--- src/design/aio_diag_regs.svh ---
// Offsets, field positions, reset values and timing counts of the diagnostic record
`ifndef AIO_DIAG_REGS_SVH
`define AIO_DIAG_REGS_SVH

// ----------------------------------------
// Record byte offsets
// ----------------------------------------
`define REC_GEN_DIAG 5'h00
`define REC_MOD_INFO 5'h01
`define REC_RSVD_C 5'h02
`define REC_EXT_DIAG 5'h03
`define REC_CH_KIND 5'h04
`define REC_DIAG_BITS 5'h05
`define REC_CH_COUNT 5'h06
`define REC_GRP_SUMMARY 5'h07
`define REC_CH0_DETAIL 5'h08
`define REC_CH1_DETAIL 5'h09
`define REC_CH2_DETAIL 5'h0A
`define REC_CH3_DETAIL 5'h0B
`define REC_TS_BYTE0 5'h10
`define REC_TS_BYTE1 5'h11
`define REC_TS_BYTE2 5'h12
`define REC_TS_BYTE3 5'h13

// ----------------------------------------
// Field positions and constant values
// ----------------------------------------
`define MOD_CLASS_ANALOG 4'h5
`define MOD_INFO_CHPRES_BIT 4
`define EXT_OVERFLOW_BIT 3
`define EXT_COMM_ERR_BIT 4
`define GEN_INTERNAL_BIT 1
`define GEN_CHANNEL_BIT 3
`define GEN_PARAM_BIT 7
`define KIND_DIGITAL_IN 7'h70
`define KIND_ANALOG_IN 7'h71
`define KIND_DIGITAL_OUT 7'h72
`define KIND_ANALOG_OUT 7'h73
`define KIND_ANALOG_INOUT 7'h74
`define KIND_COUNTER 7'h76
`define DIAG_BITS_VALUE 8'h08
`define CH_COUNT_VALUE 8'h04
`define DETAIL_PARAM_BIT 0
`define DETAIL_WBRK_BIT 4

// ----------------------------------------
// Output area and reset values
// ----------------------------------------
`define OUT_CH0 3'h0
`define OUT_CH1 3'h2
`define OUT_CH2 3'h4
`define OUT_CH3 3'h6
`define OUT_VALUE_RESET 16'h0000
`define BYTE_RESET 8'h00
`define TICK_RESET 32'h00000000

// ----------------------------------------
// Timing
// ----------------------------------------
`define TICK_PERIOD_NS 1000
`define REF_CLK_PERIOD_NS 25
`define TICK_CYCLES (`TICK_PERIOD_NS / `REF_CLK_PERIOD_NS)

`endif

--- src/design/aio_diag_pkg.sv ---
// Types shared by the diagnostic record design
package aio_diag_pkg;
    typedef logic [7:0] rec_byte_t;
    typedef logic [4:0] rec_index_t;
    typedef logic [15:0] ao_word_t;
    typedef logic [2:0] out_addr_t;
    typedef logic [31:0] tick_t;
    typedef logic [3:0] ch_mask_t;
endpackage

--- src/design/analog_output_diag_record.sv ---
// Diagnostic record and output area of the four-channel analog output module
`timescale 1ns/10ps
`include "aio_diag_regs.svh"
module analog_output_diag_record (
    input wire logic ref_clk,
    input wire logic rst_b,
    input wire logic rec_rd,
    input wire aio_diag_pkg::rec_index_t rec_index,
    input wire logic rec_busy,
    output aio_diag_pkg::rec_byte_t rec_data,
    output logic rec_ack,
    input wire logic out_wr,
    input wire aio_diag_pkg::out_addr_t out_addr,
    input wire aio_diag_pkg::ao_word_t out_wdata,
    output logic out_ack,
    output logic out_refused,
    input wire aio_diag_pkg::ch_mask_t wire_break_en,
    input wire aio_diag_pkg::ch_mask_t param_err_pin,
    input wire aio_diag_pkg::ch_mask_t wire_break_pin,
    input wire logic buf_overflow_pin,
    input wire logic comm_err_pin,
    output aio_diag_pkg::ao_word_t output_value_ch0,
    output aio_diag_pkg::ao_word_t output_value_ch1,
    output aio_diag_pkg::ao_word_t output_value_ch2,
    output aio_diag_pkg::ao_word_t output_value_ch3,
    output logic diag_active
);
    import aio_diag_pkg::*;

    // ----------------------------------------
    // Pin conditioning and time base
    // ----------------------------------------
    logic [9:0] pins_raw;
    logic [9:0] pins_level;
    ch_mask_t param_err;
    ch_mask_t wire_break;
    logic buf_overflow;
    logic comm_err;
    tick_t tick_now;

    assign pins_raw = {comm_err_pin, buf_overflow_pin, wire_break_pin, param_err_pin};
    assign param_err = pins_level[3:0];
    assign wire_break = pins_level[7:4];
    assign buf_overflow = pins_level[8];
    assign comm_err = pins_level[9];

    pin_sync #(
        .WIDTH(10)
    ) pin_sync_i (
        .ref_clk(ref_clk),
        .rst_b(rst_b),
        .pin_in(pins_raw),
        .level_out(pins_level)
    );

    us_tick_counter us_tick_counter_i (
        .ref_clk(ref_clk),
        .rst_b(rst_b),
        .tick_count(tick_now)
    );

    // ----------------------------------------
    // Error bytes
    // ----------------------------------------
    ch_mask_t wbrk_seen;
    ch_mask_t group_err;
    rec_byte_t detail [4];
    rec_byte_t group_summary;
    rec_byte_t ext_diag;
    rec_byte_t gen_diag;
    rec_byte_t mod_info;
    rec_byte_t ch_kind;
    logic any_err;

    genvar c;
    generate
        for (c = 0; c < 4; c++) begin : g_chan
            always_comb begin
                wbrk_seen[c] = wire_break[c] & wire_break_en[c];
                detail[c] = `BYTE_RESET;
                detail[c][`DETAIL_PARAM_BIT] = param_err[c];
                detail[c][`DETAIL_WBRK_BIT] = wbrk_seen[c];
                group_err[c] = param_err[c] | wbrk_seen[c];
            end
        end
    endgenerate

    always_comb begin
        group_summary = {4'h0, group_err};
        ext_diag = `BYTE_RESET;
        ext_diag[`EXT_OVERFLOW_BIT] = buf_overflow;
        ext_diag[`EXT_COMM_ERR_BIT] = comm_err;
        gen_diag = `BYTE_RESET;
        gen_diag[`GEN_INTERNAL_BIT] = buf_overflow | comm_err;
        gen_diag[`GEN_CHANNEL_BIT] = |group_err;
        gen_diag[`GEN_PARAM_BIT] = |param_err;
        mod_info = `BYTE_RESET;
        mod_info[3:0] = `MOD_CLASS_ANALOG;
        mod_info[`MOD_INFO_CHPRES_BIT] = 1'b1;
        ch_kind = {1'b0, `KIND_ANALOG_OUT};
        any_err = |gen_diag;
    end

    // ----------------------------------------
    // Timestamp capture
    // ----------------------------------------
    tick_t ts_shadow;
    tick_t ts_shown;
    logic any_err_q;
    tick_t next_ts_shadow;
    tick_t next_ts_shown;
    logic diag_event;

    always_comb begin
        diag_event = any_err & ~any_err_q;
        next_ts_shadow = diag_event ? tick_now : ts_shadow;
        if (rec_busy) begin
            next_ts_shown = ts_shown;
        end else begin
            next_ts_shown = next_ts_shadow;
        end
    end

    always_ff @(posedge ref_clk or negedge rst_b) begin
        if (!rst_b) begin
            ts_shadow <= `TICK_RESET;
            ts_shown <= `TICK_RESET;
            any_err_q <= 1'b0;
            diag_active <= 1'b0;
        end else begin
            ts_shadow <= next_ts_shadow;
            ts_shown <= next_ts_shown;
            any_err_q <= any_err;
            diag_active <= any_err;
        end
    end

    // ----------------------------------------
    // Record read port
    // ----------------------------------------
    rec_byte_t rd_byte;
    rec_byte_t next_rec_data;
    logic next_rec_ack;

    always_comb begin
        rd_byte = `BYTE_RESET;
        unique case (rec_index)
            `REC_GEN_DIAG: rd_byte = gen_diag;
            `REC_MOD_INFO: rd_byte = mod_info;
            `REC_EXT_DIAG: rd_byte = ext_diag;
            `REC_CH_KIND: rd_byte = ch_kind;
            `REC_DIAG_BITS: rd_byte = `DIAG_BITS_VALUE;
            `REC_CH_COUNT: rd_byte = `CH_COUNT_VALUE;
            `REC_GRP_SUMMARY: rd_byte = group_summary;
            `REC_CH0_DETAIL: rd_byte = detail[0];
            `REC_CH1_DETAIL: rd_byte = detail[1];
            `REC_CH2_DETAIL: rd_byte = detail[2];
            `REC_CH3_DETAIL: rd_byte = detail[3];
            `REC_TS_BYTE0: rd_byte = ts_shown[7:0];
            `REC_TS_BYTE1: rd_byte = ts_shown[15:8];
            `REC_TS_BYTE2: rd_byte = ts_shown[23:16];
            `REC_TS_BYTE3: rd_byte = ts_shown[31:24];
            default: rd_byte = `BYTE_RESET;
        endcase
        next_rec_data = rec_rd ? rd_byte : rec_data;
        next_rec_ack = rec_rd;
    end

    always_ff @(posedge ref_clk or negedge rst_b) begin
        if (!rst_b) begin
            rec_data <= `BYTE_RESET;
            rec_ack <= 1'b0;
        end else begin
            rec_data <= next_rec_data;
            rec_ack <= next_rec_ack;
        end
    end

    // ----------------------------------------
    // Output area write port
    // ----------------------------------------
    // Output area only, nothing returned as process input
    ao_word_t ao_value [4];
    ao_word_t next_ao_value [4];
    logic wr_ok;
    logic next_out_ack;
    logic next_out_refused;

    // Word per channel at even offsets
    assign wr_ok = out_wr & ~out_addr[0];

    generate
        for (c = 0; c < 4; c++) begin : g_ao
            always_comb begin
                if (wr_ok && (out_addr[2:1] == 2'(c))) begin
                    next_ao_value[c] = out_wdata;
                end else begin
                    next_ao_value[c] = ao_value[c];
                end
            end
        end
    endgenerate

    always_comb begin
        next_out_ack = wr_ok;
        next_out_refused = out_wr & out_addr[0];
    end

    always_ff @(posedge ref_clk or negedge rst_b) begin
        if (!rst_b) begin
            for (int i = 0; i < 4; i++) begin
                ao_value[i] <= `OUT_VALUE_RESET;
            end
            out_ack <= 1'b0;
            out_refused <= 1'b0;
        end else begin
            for (int i = 0; i < 4; i++) begin
                ao_value[i] <= next_ao_value[i];
            end
            out_ack <= next_out_ack;
            out_refused <= next_out_refused;
        end
    end

    assign output_value_ch0 = ao_value[0];
    assign output_value_ch1 = ao_value[1];
    assign output_value_ch2 = ao_value[2];
    assign output_value_ch3 = ao_value[3];
endmodule

--- src/design/pin_sync.sv ---
// Three-stage synchroniser with agreement filter for pin inputs
`timescale 1ns/10ps
module pin_sync #(
    parameter int WIDTH = 4
) (
    input wire logic ref_clk,
    input wire logic rst_b,
    input wire logic [WIDTH-1:0] pin_in,
    output logic [WIDTH-1:0] level_out
);
    logic [WIDTH-1:0] stage1;
    logic [WIDTH-1:0] stage2;
    logic [WIDTH-1:0] stage3;
    logic [WIDTH-1:0] next_level;

    // ----------------------------------------
    // Per-bit filter
    // ----------------------------------------
    genvar i;
    generate
        for (i = 0; i < WIDTH; i++) begin : g_bit
            always_comb begin
                next_level[i] = (stage2[i] == stage3[i]) ? stage3[i] : level_out[i];
            end
        end
    endgenerate

    always_ff @(posedge ref_clk or negedge rst_b) begin
        if (!rst_b) begin
            stage1 <= '0;
            stage2 <= '0;
            stage3 <= '0;
            level_out <= '0;
        end else begin
            stage1 <= pin_in;
            stage2 <= stage1;
            stage3 <= stage2;
            level_out <= next_level;
        end
    end
endmodule

--- src/design/us_tick_counter.sv ---
// Free-running 32-bit microsecond counter
`timescale 1ns/10ps
`include "aio_diag_regs.svh"
module us_tick_counter (
    input wire logic ref_clk,
    input wire logic rst_b,
    output aio_diag_pkg::tick_t tick_count
);
    import aio_diag_pkg::*;

    localparam int DIV_LAST = `TICK_CYCLES - 1;

    logic [5:0] div_cnt;
    logic [5:0] next_div_cnt;
    logic us_en;
    tick_t next_tick_count;

    // ----------------------------------------
    // Microsecond enable and count
    // ----------------------------------------
    always_comb begin
        us_en = (div_cnt == 6'(DIV_LAST));
        next_div_cnt = us_en ? 6'h00 : div_cnt + 6'h01;
        next_tick_count = us_en ? tick_count + 32'h00000001 : tick_count;
    end

    always_ff @(posedge ref_clk or negedge rst_b) begin
        if (!rst_b) begin
            div_cnt <= 6'h00;
            tick_count <= `TICK_RESET;
        end else begin
            div_cnt <= next_div_cnt;
            tick_count <= next_tick_count;
        end
    end
endmodule

--- config.mk ---
export PLATFORM = sky130hd
export DESIGN_NAME = analog_output_diag_record
export DESIGN_NICKNAME = d
export VERILOG_FILES = /design/src/design/aio_diag_pkg.sv /design/src/design/analog_output_diag_record.sv /design/src/design/pin_sync.sv /design/src/design/us_tick_counter.sv
export VERILOG_INCLUDE_DIRS = /design/src /design/src/design
export SDC_FILE = /design/constraint.sdc
export NUM_CORES = 1
export LEC_CHECK = 0
export ABC_CLOCK_PERIOD_IN_PS = 1730
export BUFFER_PORTS_ARGS = -buffer_cell sky130_fd_sc_hd__buf_2
export CAP_MARGIN = 10
export CORE_ASPECT_RATIO = 0.5
export CORE_MARGIN = 2
export CORE_UTILIZATION = 52
export DETAILED_ROUTE_END_ITERATION = 8
export GPL_TIMING_DRIVEN = 0
export PLACE_DENSITY_LB_ADDON = 0.1
export SKIP_CTS_REPAIR_TIMING = 1
export SLEW_MARGIN = 20
export SYNTH_ARGS = -nofsm -noshare
export SYNTH_HDL_FRONTEND = slang
export SYNTH_SLANG_ARGS = --single-unit
--- constraint.sdc ---
create_clock -name ref_clk -period 1.73 [get_ports ref_clk]
set_clock_uncertainty 0.1 [all_clocks]
set_input_delay 0.0865 -clock ref_clk [delete_from_list [all_inputs] [get_ports ref_clk]]
set_output_delay 0.0865 -clock ref_clk [all_outputs]
set_load 0.01 [all_outputs]
======== Yosys cells after proc, flatten, opt, wreduce, memory -nomap -nowiden ========
Cells that the tools add are included.
storage, ports and cells
  register bits after elaboration ......... 218
  latch bits .............................. 0
  bits in writable memories ............... 0
  bits in read-only memories .............. 0
  bits of input ports ..................... 43
  output and inout bits ................... 76
  logic and storage cells ................. 82
  memories ................................ 0
cells by class
  $add $sub $neg .......................... 2
  $mul .................................... 0
  div/mod/pow operators ................... 0
  magnitude comparators ................... 0
  eq/ne operators ......................... 28
  shift operators ......................... 0
  muxes and demuxes ....................... 3
  bitwise logic cells ..................... 14
  reduce and logical (&&, ||, !) cells .... 9
operators with widths
  kind                     count
  $pmux W8 S15             1
  $add A32 B1 Y32 const B  1
  $mux W32                 1
  $eq A5 B3 Y1 const B     4
  $eq A5 B4 Y1 const B     4
  $eq A5 B5 Y1 const B     4
  $eq A1 B1 Y1             10
  $reduce_or A9 Y1         1
  $reduce_or A4 Y1         2
  $and A1 B1 Y1            7
  $add A6 B1 Y6 const B    1
  $eq A6 B6 Y1 const B     1
  $mux W6                  1
  $eq A5 B1 Y1 const B     1
  $eq A5 B2 Y1 const B     1
  $logic_not A5 Y1         1
  $or A1 B1 Y1             5
  $eq A2 B2 Y1 const B     2
  $logic_and A1 B1 Y1      4
  $eq A2 B1 Y1 const B     1
  $logic_not A2 Y1         1
  $not A1 Y1               2

======== Longest topological paths before layout ========
Gate-level depths: netlist of run 1.
  depth after elaboration ................. 5
  depth in mapped cells ................... 7
  mapped depth without buffers ............ 6

======== Cells and area by module ========
Synthesis of run 1 repeated with hierarchy kept, for this count alone.
unflattened totals
  cells, all modules ...................... 735
  area total of the unflattened synthesis .. 9027.4 um^2
by module, submodules not included
  module                     instances  cells an instance  area each (um^2)  seq. area each (um^2)
  analog_output_diag_record  1          538                6162.2            3503.4
  us_tick_counter            1          147                1751.7            950.9
  pin_sync                   1          50                 1113.6            1001.0

======== Least setup slack after synthesis of run 1 ========
No wires, ideal clock.
  path type ............................... register -> register
  start point ............................. reg us_tick_counter_i.div_cnt[0]
  end point ............................... reg us_tick_counter_i.tick_count[31]
  setup time .............................. 0.123 ns
  arrival time ............................ 1.546 ns
  data required time ...................... 1.507 ns
  path slack .............................. -0.039 ns
  stages on the path, launching flop included .. 7
  buffers on the path ..................... 0
  period minus slack after synthesis ...... 1.769 ns
  cells stage by stage .................... dfrtp_1 -> ha_1 -> nand4_1 -> nor4_4 -> and3_4 -> nand4_1 -> xnor2_1
on the way
  cells in the longest elaborated chain, start to end .. 1
ends and longest elaborated chain
  item                    RTL line               source
  start, declared         us_tick_counter.sv:13  logic [5:0] div_cnt;
  start signal, assigned  us_tick_counter.sv:32  div_cnt <= next_div_cnt;
  $eq A6 B6 Y1            us_tick_counter.sv:22  us_en = (div_cnt == 6'(DIV_LAST));
  end signal, assigned    us_tick_counter.sv:30  tick_count <= `TICK_RESET;
  end signal, assigned    us_tick_counter.sv:33  tick_count <= next_tick_count;
  end, declared           us_tick_counter.sv:7   output aio_diag_pkg::tick_t tick_count
No other way between the ends.
A chain may end at the register's enable or synchronous reset.

======== Worst setup path after layout of run 1 ========
Ends and elaborated chain as after synthesis.

==> results of run 1 <==
per-layer routing:
metal | share of wire, % | GRT usage (%)
met1 | 45 | 33.1
met5 | 0 | 0
met3 | 8.9 | 8.49
met2 | 45 | 33.7
met4 | 1.7 | 4.62
Yosys cell counts (11+ instances only):
| cell | count |
|---|---|
| dfrtp_1 | 218 |
| nand2_1 | 120 |
| a21oi_1 | 79 |
| o22ai_1 | 11 |
| mux2_2 | 66 |
| nand4_1 | 15 |
| nand3_1 | 18 |
| nor2b_1 | 39 |
| nor2_1 | 31 |
| xnor2_1 | 22 |
| xor2_1 | 12 |
critical path, stage by stage (launching register included):
cell and delay (ns):
dfrtp_1 0.42, ha_4 0.18, nand4_1 0.22, nor4_4 0.39, and3_4 0.28, nand4_1 0.12
xnor2_1 0.15
layout make-up:
type / count / share of cell area (%)
Buffer: 34 / 2.14
Sequential cell: 218 / 45.3
Inverter: 10 / 0.311
Timing Repair Buffer: 180 / 10.8
Clock inverter: 12 / 1.59
Tap cell: 227 / 2.36
Clock buffer: 24 / 4.70
Multi-Input combinational cell: 486 / 32.8
worst min path at each step:
stage | start | to | slack [ns] | cells past startpoint
detailed placement | rst_b | pin_sync_i.stage2[9] | -0.18 | 1
CTS | rst_b | pin_sync_i.stage1[9] | -0.72 | 1
floorplan | rst_b | any_err_q | -0.31 | 0
global route | wire_break_en[0] | any_err_q | -0.02 | 3
finish | wire_break_en[0] | any_err_q | -0.05 | 3
global placement | wire_break_pin[3] | pin_sync_i.stage1[7] | 0.09 | 1
kinds of logic after synthesis:
family / Yosys count / synth area share (%)
mux: 74 / 9.56
compound gates: 114 / 7.05
fa+ha+maj: 12 / 1.41
simple gates: 251 / 14.4
flops: 218 / 61.5
buf+inv: 46 / 2.78
xor+xnor: 34 / 3.35
power breakdown:
part | total [mW] | switching, mW | internal, mW
combinational | 1.56 | 0.805 | 0.760
clock | 5.04 | 1.95 | 3.09
sequential | 5.83 | 0.275 | 5.56
sequential cells by signal (all words and copies together) (netlist names), 16 cells and up:
name / flops
output_value_ch1: 16
output_value_ch0: 16
output_value_ch2: 16
output_value_ch3: 16
us_tick_counter_i.tick_count: 32
ts_shadow: 32
ts_shown: 32
==> metrics.csv, run 1 <==
stage,metric,value,unit
clocking,CTS tree,yes,
worst_hold_path,worst hold path class,in -> reg,
logic_synthesis,Yosys reg bits,218,
routing,Post-DRT Antenna Nets,0,
logic_synthesis,Syn Std Cell Area,0.00888,mm^2
worst_setup_path,crit path capture type,flop,
final_layout,Antenna diodes,0,
worst_setup_path,R2R Setup Slk,-0.24,ns
final_layout,Multi-input gate area,0.00395,mm^2
worst_setup_path,CP required,2.01,ns
routing,drt first pass iters,5,
worst_setup_path,crit path DAT,2.25,ns
logic_synthesis,"FFs w/ async S/R, synth",100,%
power,Cell Pwr Density,1030,mW/mm^2
placement,DP Wirelength,13.8,mm
global_routing,Overflow after GRT,0,
sta,Tmin final,1.97,ns
final_layout,Final Cell Area,0.0121,mm^2
global_routing,vias in the first global route,6027,
global_routing,GRT Total Usage,23.0,%
sta,Slew Limit Headroom,21.8,%
global_routing,first-pass GRT wire length,32.6,mm
floorplan,Initial Util,53.6,%
logic_synthesis,share of the synthesized area in the top cell type,61.5,%
sta,fin crit share,114,%
placement,Buffers on Ports,117,
sta,max frequency,508,MHz
power,Leakage,5.42,nW
placement,Area after DPL,0.00981,mm^2
floorplan,total core area,0.0166,mm^2
sta,worst hold margin,-0.0494,ns
routing,Vias/cell,5.39,
worst_setup_path,CP Capture Point,us_tick_counter_i.tick_count[31],
floorplan,die width,189,um
clocking,Worst-Skew Late Latency,0.50,ns
floorplan,total die area,0.0182,mm^2
logic_synthesis,syn nets,794,
clocking,root buf cell,clkbuf_16,
status,violated checks,"hold timing, setup timing",
final_layout,Reg area,0.00546,mm^2
logic_synthesis,"EDFF count, synth",0,
final_layout,"commonest non-fill, non-tap cell in the layout",dfrtp_1,
clocking,Worst-path clk slew,0.07,ns
clocking,CTS max path bufs,3,
logic_synthesis,Mapped Cells,749,
routing,via count,6415,
logic_synthesis,Synth Flop Type,dfrtp_1,
power,Tot Pwr,12.4,mW
sta,Slew Limit Fails,0,
global_routing,initial antenna violation count,0,
power,maximum VDD drop,0.751,mV
worst_setup_path,Worst setup SP type,flop,
routing,DRC,0,
clocking,H-tree depth,1,
worst_setup_path,cells on worst reg2reg path,6,
logic_synthesis,"area leader, netlist",dfrtp_1,
worst_setup_path,worst r2r src,us_tick_counter_i.div_cnt[0],
final_layout,Non-Filler Instances,1191,
global_routing,maximum number of pins on one net before global-route repair,103,
sta,actual slew at the worst max-slew pin,1.17,ns
final_layout,Fill cells,1132,
logic_synthesis,Area contributors post-synth,"dfrtp_1 61%, mux2_2 8.4%, nand2_1 5.1%, a21oi_1 4.5%, nor2b_1 2.7%",
sta,setup TNS,-10.74,ns
worst_setup_path,reg2reg end,us_tick_counter_i.tick_count[31],
floorplan,row cnt,33,
final_layout,"leading cell types in the layout, fill and taps excluded","212 x dfrtp_1, 121 x buf_2, 65 x mux2_2, 59 x nand2_1, 45 x a21oi_2",
job,max_cap viols,0,
clocking,total CTS buffers,20,
logic_synthesis,YS warnings,0,
logic_synthesis,Cell variety after synth,47,
worst_setup_path,CP startpoint,us_tick_counter_i.div_cnt[0],
logic_synthesis,sequential element share of the synthesized area,61.5,%
floorplan,Vert. Die Dim,96.4,um
placement,placed cells,1095,
final_layout,nets@finish,995,
routing,drt total wl,22.2,mm
worst_setup_path,"Max FO, Critical Path",5,
final_layout,layout cells sized above 1,43.8,%
sta,Final WS setup,-0.238,ns
sta,unrepaired setup endpoints after global routing,true,
final_layout,Final Util,72.8,%
placement,routability cong.,0.867,
floorplan,boundary pin count,119,
sta,final-report setup violation count,85,
routing,Initial DRC Count,386,
placement,pre-CTS WS,-0.409,ns
routing,WL per Instance,18.7,um
sta,Final Hold Viols,7,
logic_synthesis,syn avg cell area,11.9,um^2
status,status,"complete, but fails checks",
clocking,CTS Sinks,218,
worst_setup_path,critical path type,reg -> reg,
final_layout,area grow syn2layout,35.7,%
Power figures use the tool's default switching activity.
==> run 2, diff against run 1 <==
ABC_AREA = 1   (was default)
MAX_ROUTING_LAYER = met4   (was default)
==> run 2 against run 1 <==
Compared with the run above: the run now ends clean; flip-flop and latch count is the same; worst setup slack gained 0.27 ns; die area grew 3.7%; via count grew 14%; clock power shrank 11%; global-route usage grew 1.9 points; non-clock buffer count shrank 14; final cell count grew 23%; critical endpoint is now ts_shown[4].
==> metrics.csv, run 2 <==
stage,metric,value,unit,change
final_layout,Final Util,65.9,%,was 72.8%
global_routing,maximum number of pins on one net before global-route repair,97,,was 103
worst_setup_path,crit path capture type,flop,,unchanged
placement,DP Wirelength,15.6,mm,was 13.8 mm
worst_setup_path,"Max FO, Critical Path",10,,was 5
logic_synthesis,syn nets,1075,,was 794
clocking,CTS Sinks,218,,unchanged
worst_hold_path,worst hold path class,in -> reg,,unchanged
logic_synthesis,Syn Std Cell Area,0.00922,mm^2,was 0.00888 mm^2
global_routing,GRT Total Usage,25.0,%,was 23.0%
floorplan,boundary pin count,119,,unchanged
final_layout,Non-Filler Instances,1467,,was 1191
sta,worst hold margin,0.00911,ns,was -0.0494 ns
floorplan,Vert. Die Dim,98.1,um,was 96.4 um
routing,drt total wl,22.4,mm,was 22.2 mm
placement,Buffers on Ports,117,,unchanged
routing,Post-DRT Antenna Nets,0,,unchanged
routing,drt first pass iters,5,,unchanged
floorplan,die width,192,um,was 189 um
clocking,root buf cell,clkbuf_16,,unchanged
global_routing,initial antenna violation count,0,,unchanged
final_layout,area grow syn2layout,24.2,%,was 35.7%
clocking,CTS tree,yes,,unchanged
clocking,H-tree depth,1,,unchanged
logic_synthesis,share of the synthesized area in the top cell type,59.2,%,was 61.5%
worst_setup_path,"slowest stage delay, CP",0.40,ns,was 0.42 ns
logic_synthesis,Synth Flop Type,dfrtp_1,,unchanged
logic_synthesis,"EDFF count, synth",0,,unchanged
logic_synthesis,"FFs w/ async S/R, synth",100,%,unchanged
worst_setup_path,CP required,2.00,ns,was 2.01 ns
worst_setup_path,Worst setup SP type,flop,,unchanged
logic_synthesis,Mapped Cells,1030,,was 749
final_layout,Reg area,0.00546,mm^2,about the same
sta,max frequency,587,MHz,was 508 MHz
worst_setup_path,crit path DAT,1.98,ns,was 2.25 ns
logic_synthesis,Yosys reg bits,218,,unchanged
placement,pre-CTS WS,-0.0450,ns,was -0.409 ns
final_layout,biggest regs,"ts_shadow x32, ts_shown x32, us_tick_counter_i.tick_count x32",,unchanged
global_routing,Overflow after GRT,0,,unchanged
logic_synthesis,YS warnings,0,,unchanged
sta,Slew Limit Headroom,55.9,%,was 21.8%
clocking,Worst-path clk slew,0.07,ns,about the same
routing,via count,7287,,was 6415
routing,DRC,0,,unchanged
floorplan,row cnt,34,,was 33
floorplan,Initial Util,53.1,%,was 53.6%
routing,WL per Instance,15.2,um,was 18.7 um
placement,routability cong.,0.894,,was 0.867
logic_synthesis,Cell variety after synth,30,,was 47
routing,Initial DRC Count,401,,was 386
clocking,CTS max path bufs,3,,unchanged
power,Leakage,5.97,nW,was 5.42 nW
logic_synthesis,"area leader, netlist",dfrtp_1,,unchanged
final_layout,Antenna diodes,0,,unchanged
final_layout,Fill cells,1455,,was 1132
worst_setup_path,crit-path cells,or2_4 > nor2_4 > nand3_4 > nand2_8 > buf_12 > nand2_2 > nand3_1 > nand2_1,,was ha_4 > nand4_1 > nor4_4 > and3_4 > nand4_1 > xnor2_1
job,max_cap viols,0,,unchanged
logic_synthesis,top cells by instance count after synthesis,"298 x nand2_1, 218 x dfrtp_1, 120 x inv_1, 110 x nand3_1, 74 x o21ai_0",,"was 218 x dfrtp_1, 120 x nand2_1, 79 x a21oi_1, 66 x mux2_2, 39 x nor2b_1"
sta,Final WS setup,0.0266,ns,was -0.238 ns
clocking,Worst-Skew Late Latency,0.50,ns,about the same
clocking,total CTS buffers,20,,unchanged
final_layout,nets@finish,1265,,was 995
final_layout,"commonest non-fill, non-tap cell in the layout",nand2_1,,was dfrtp_1
final_layout,"leading cell types in the layout, fill and taps excluded","293 x nand2_1, 217 x dfrtp_1, 122 x buf_2, 119 x inv_1, 99 x nand3_1",,"was 212 x dfrtp_1, 121 x buf_2, 65 x mux2_2, 59 x nand2_1, 45 x a21oi_2"
floorplan,total core area,0.0174,mm^2,was 0.0166 mm^2
final_layout,layout cells sized above 1,19.0,%,was 43.8%
global_routing,vias in the first global route,7058,,was 6027
routing,Vias/cell,4.97,,was 5.39
logic_synthesis,Area contributors post-synth,"dfrtp_1 59%, nand2_1 12%, nand3_1 6.0%, inv_1 4.9%, o21ai_0 4.0%",,"was dfrtp_1 61%, mux2_2 8.4%, nand2_1 5.1%, a21oi_1 4.5%, nor2b_1 2.7%"
sta,Tmin final,1.70,ns,was 1.97 ns
power,Cell Pwr Density,1020,mW/mm^2,was 1030 mW/mm^2
sta,fin crit share,98.5,%,was 114%
sta,unrepaired setup endpoints after global routing,true,,unchanged
floorplan,total die area,0.0189,mm^2,was 0.0182 mm^2
logic_synthesis,sequential element share of the synthesized area,59.2,%,was 61.5%
final_layout,Multi-input gate area,0.00329,mm^2,was 0.00395 mm^2
sta,actual slew at the worst max-slew pin,0.661,ns,was 1.17 ns
worst_setup_path,"Slowest-stage cell, CP",dfrtp_1,,unchanged
logic_synthesis,most frequent cell after synthesis,nand2_1,,was dfrtp_1
sta,final-report setup violation count,0,,was 85
worst_setup_path,critical path type,reg -> reg,,unchanged
status,status,"finished, final reports clean",,"was complete, but fails checks"
global_routing,first-pass GRT wire length,36.2,mm,was 32.6 mm
logic_synthesis,syn avg cell area,8.95,um^2,was 11.9 um^2
sta,Slew Limit Fails,0,,unchanged
placement,placed cells,1383,,was 1095
power,maximum VDD drop,0.779,mV,was 0.751 mV
sta,Final Hold Viols,0,,was 7
[run 2: cell types whose count changed after synthesis, moves of 18 or more]
cell,delta
mux2_2,-66
nand2_1,+178
and2_1,+31
a21oi_1,-77
nand3_1,+92
nor2b_1,-39
nor2_1,+18
inv_1,+110
o21ai_0,+66
xnor2_1,-22
[run 2: routing by layer]
layer | track usage, % | wire (um) | up-vias
met5 | - | 0 | -
met4 | 3.52 | 328 | 0
met3 | 6.76 | 1750 | 35
met2 | 36.6 | 9640 | 198
met1 | 35.8 | 10600 | 3434
li1 | - | - | 3620
[run 2: cell type report]
class,instances,share of cell area (%)
sequential,218,47.7
multi-input combinational,656,28.7
timing repair buffer,167,9.61
clock buffer,28,5.17
inverter,124,4.07
tap,234,2.56
buffer,33,1.57
clock inverter,7,0.634
[run 2: cells by family (layout without fill, tap and decap cells)]
family	count (synthesis)	after routing	share of synthesized area [%]
buffers and inverters	157	359	6.78
AO/OA/AOI/OAI	76	76	4.13
adder cells (fa/ha/maj)	12	12	1.36
XOR/XNOR	19	19	1.81
AND/OR/NAND/NOR	548	549	26.7
flip-flops	218	218	59.2
[run 2: stage by stage]
stage / instance area (um^2) / total power [mW] / setup TNS, ns
global route: 11400 / 12.3 / -1.02
global placement: 10100 / 7.15 / -687.25
finish: 11400 / 11.7 / 0
CTS: 10800 / 11.7 / -1.03
floorplan: 9220 / 6.51 / 0
detailed placement: 10200 / 7.20 / -0.395
[run 2: worst max-delay path: cells and delay by family (launching register included)]
kind	cells	cell delay (ns)
and+or+nand+nor	7	0.93
DFF	1	0.40
buffers and inverters	1	0.15
[run 2: final timing paths]
check	from	to	slack, ns	cells past startpoint
max	pin_sync_i.level_out[9]	ts_shown[4]	0.03	8
min	out_wr	output_value_ch0[0]	0.009	6
max reg2reg	pin_sync_i.level_out[9]	ts_shown[4]	0.03	8
min reg2reg	pin_sync_i.stage1[3]	pin_sync_i.stage2[3]	0.25	0
max in group asynchronous	rst_b	output_value_ch2[7]	0.36	4
min in group asynchronous	rst_b	pin_sync_i.stage1[5]	0.03	2
[run 2: report_power, final]
part           switching, mW  internal (mW)  leakage, nW  total (mW)
Combinational          0.828          0.567         2.83        1.39
Clock                   1.95           2.56        0.322        4.50
Sequential             0.253           5.57         2.82        5.82
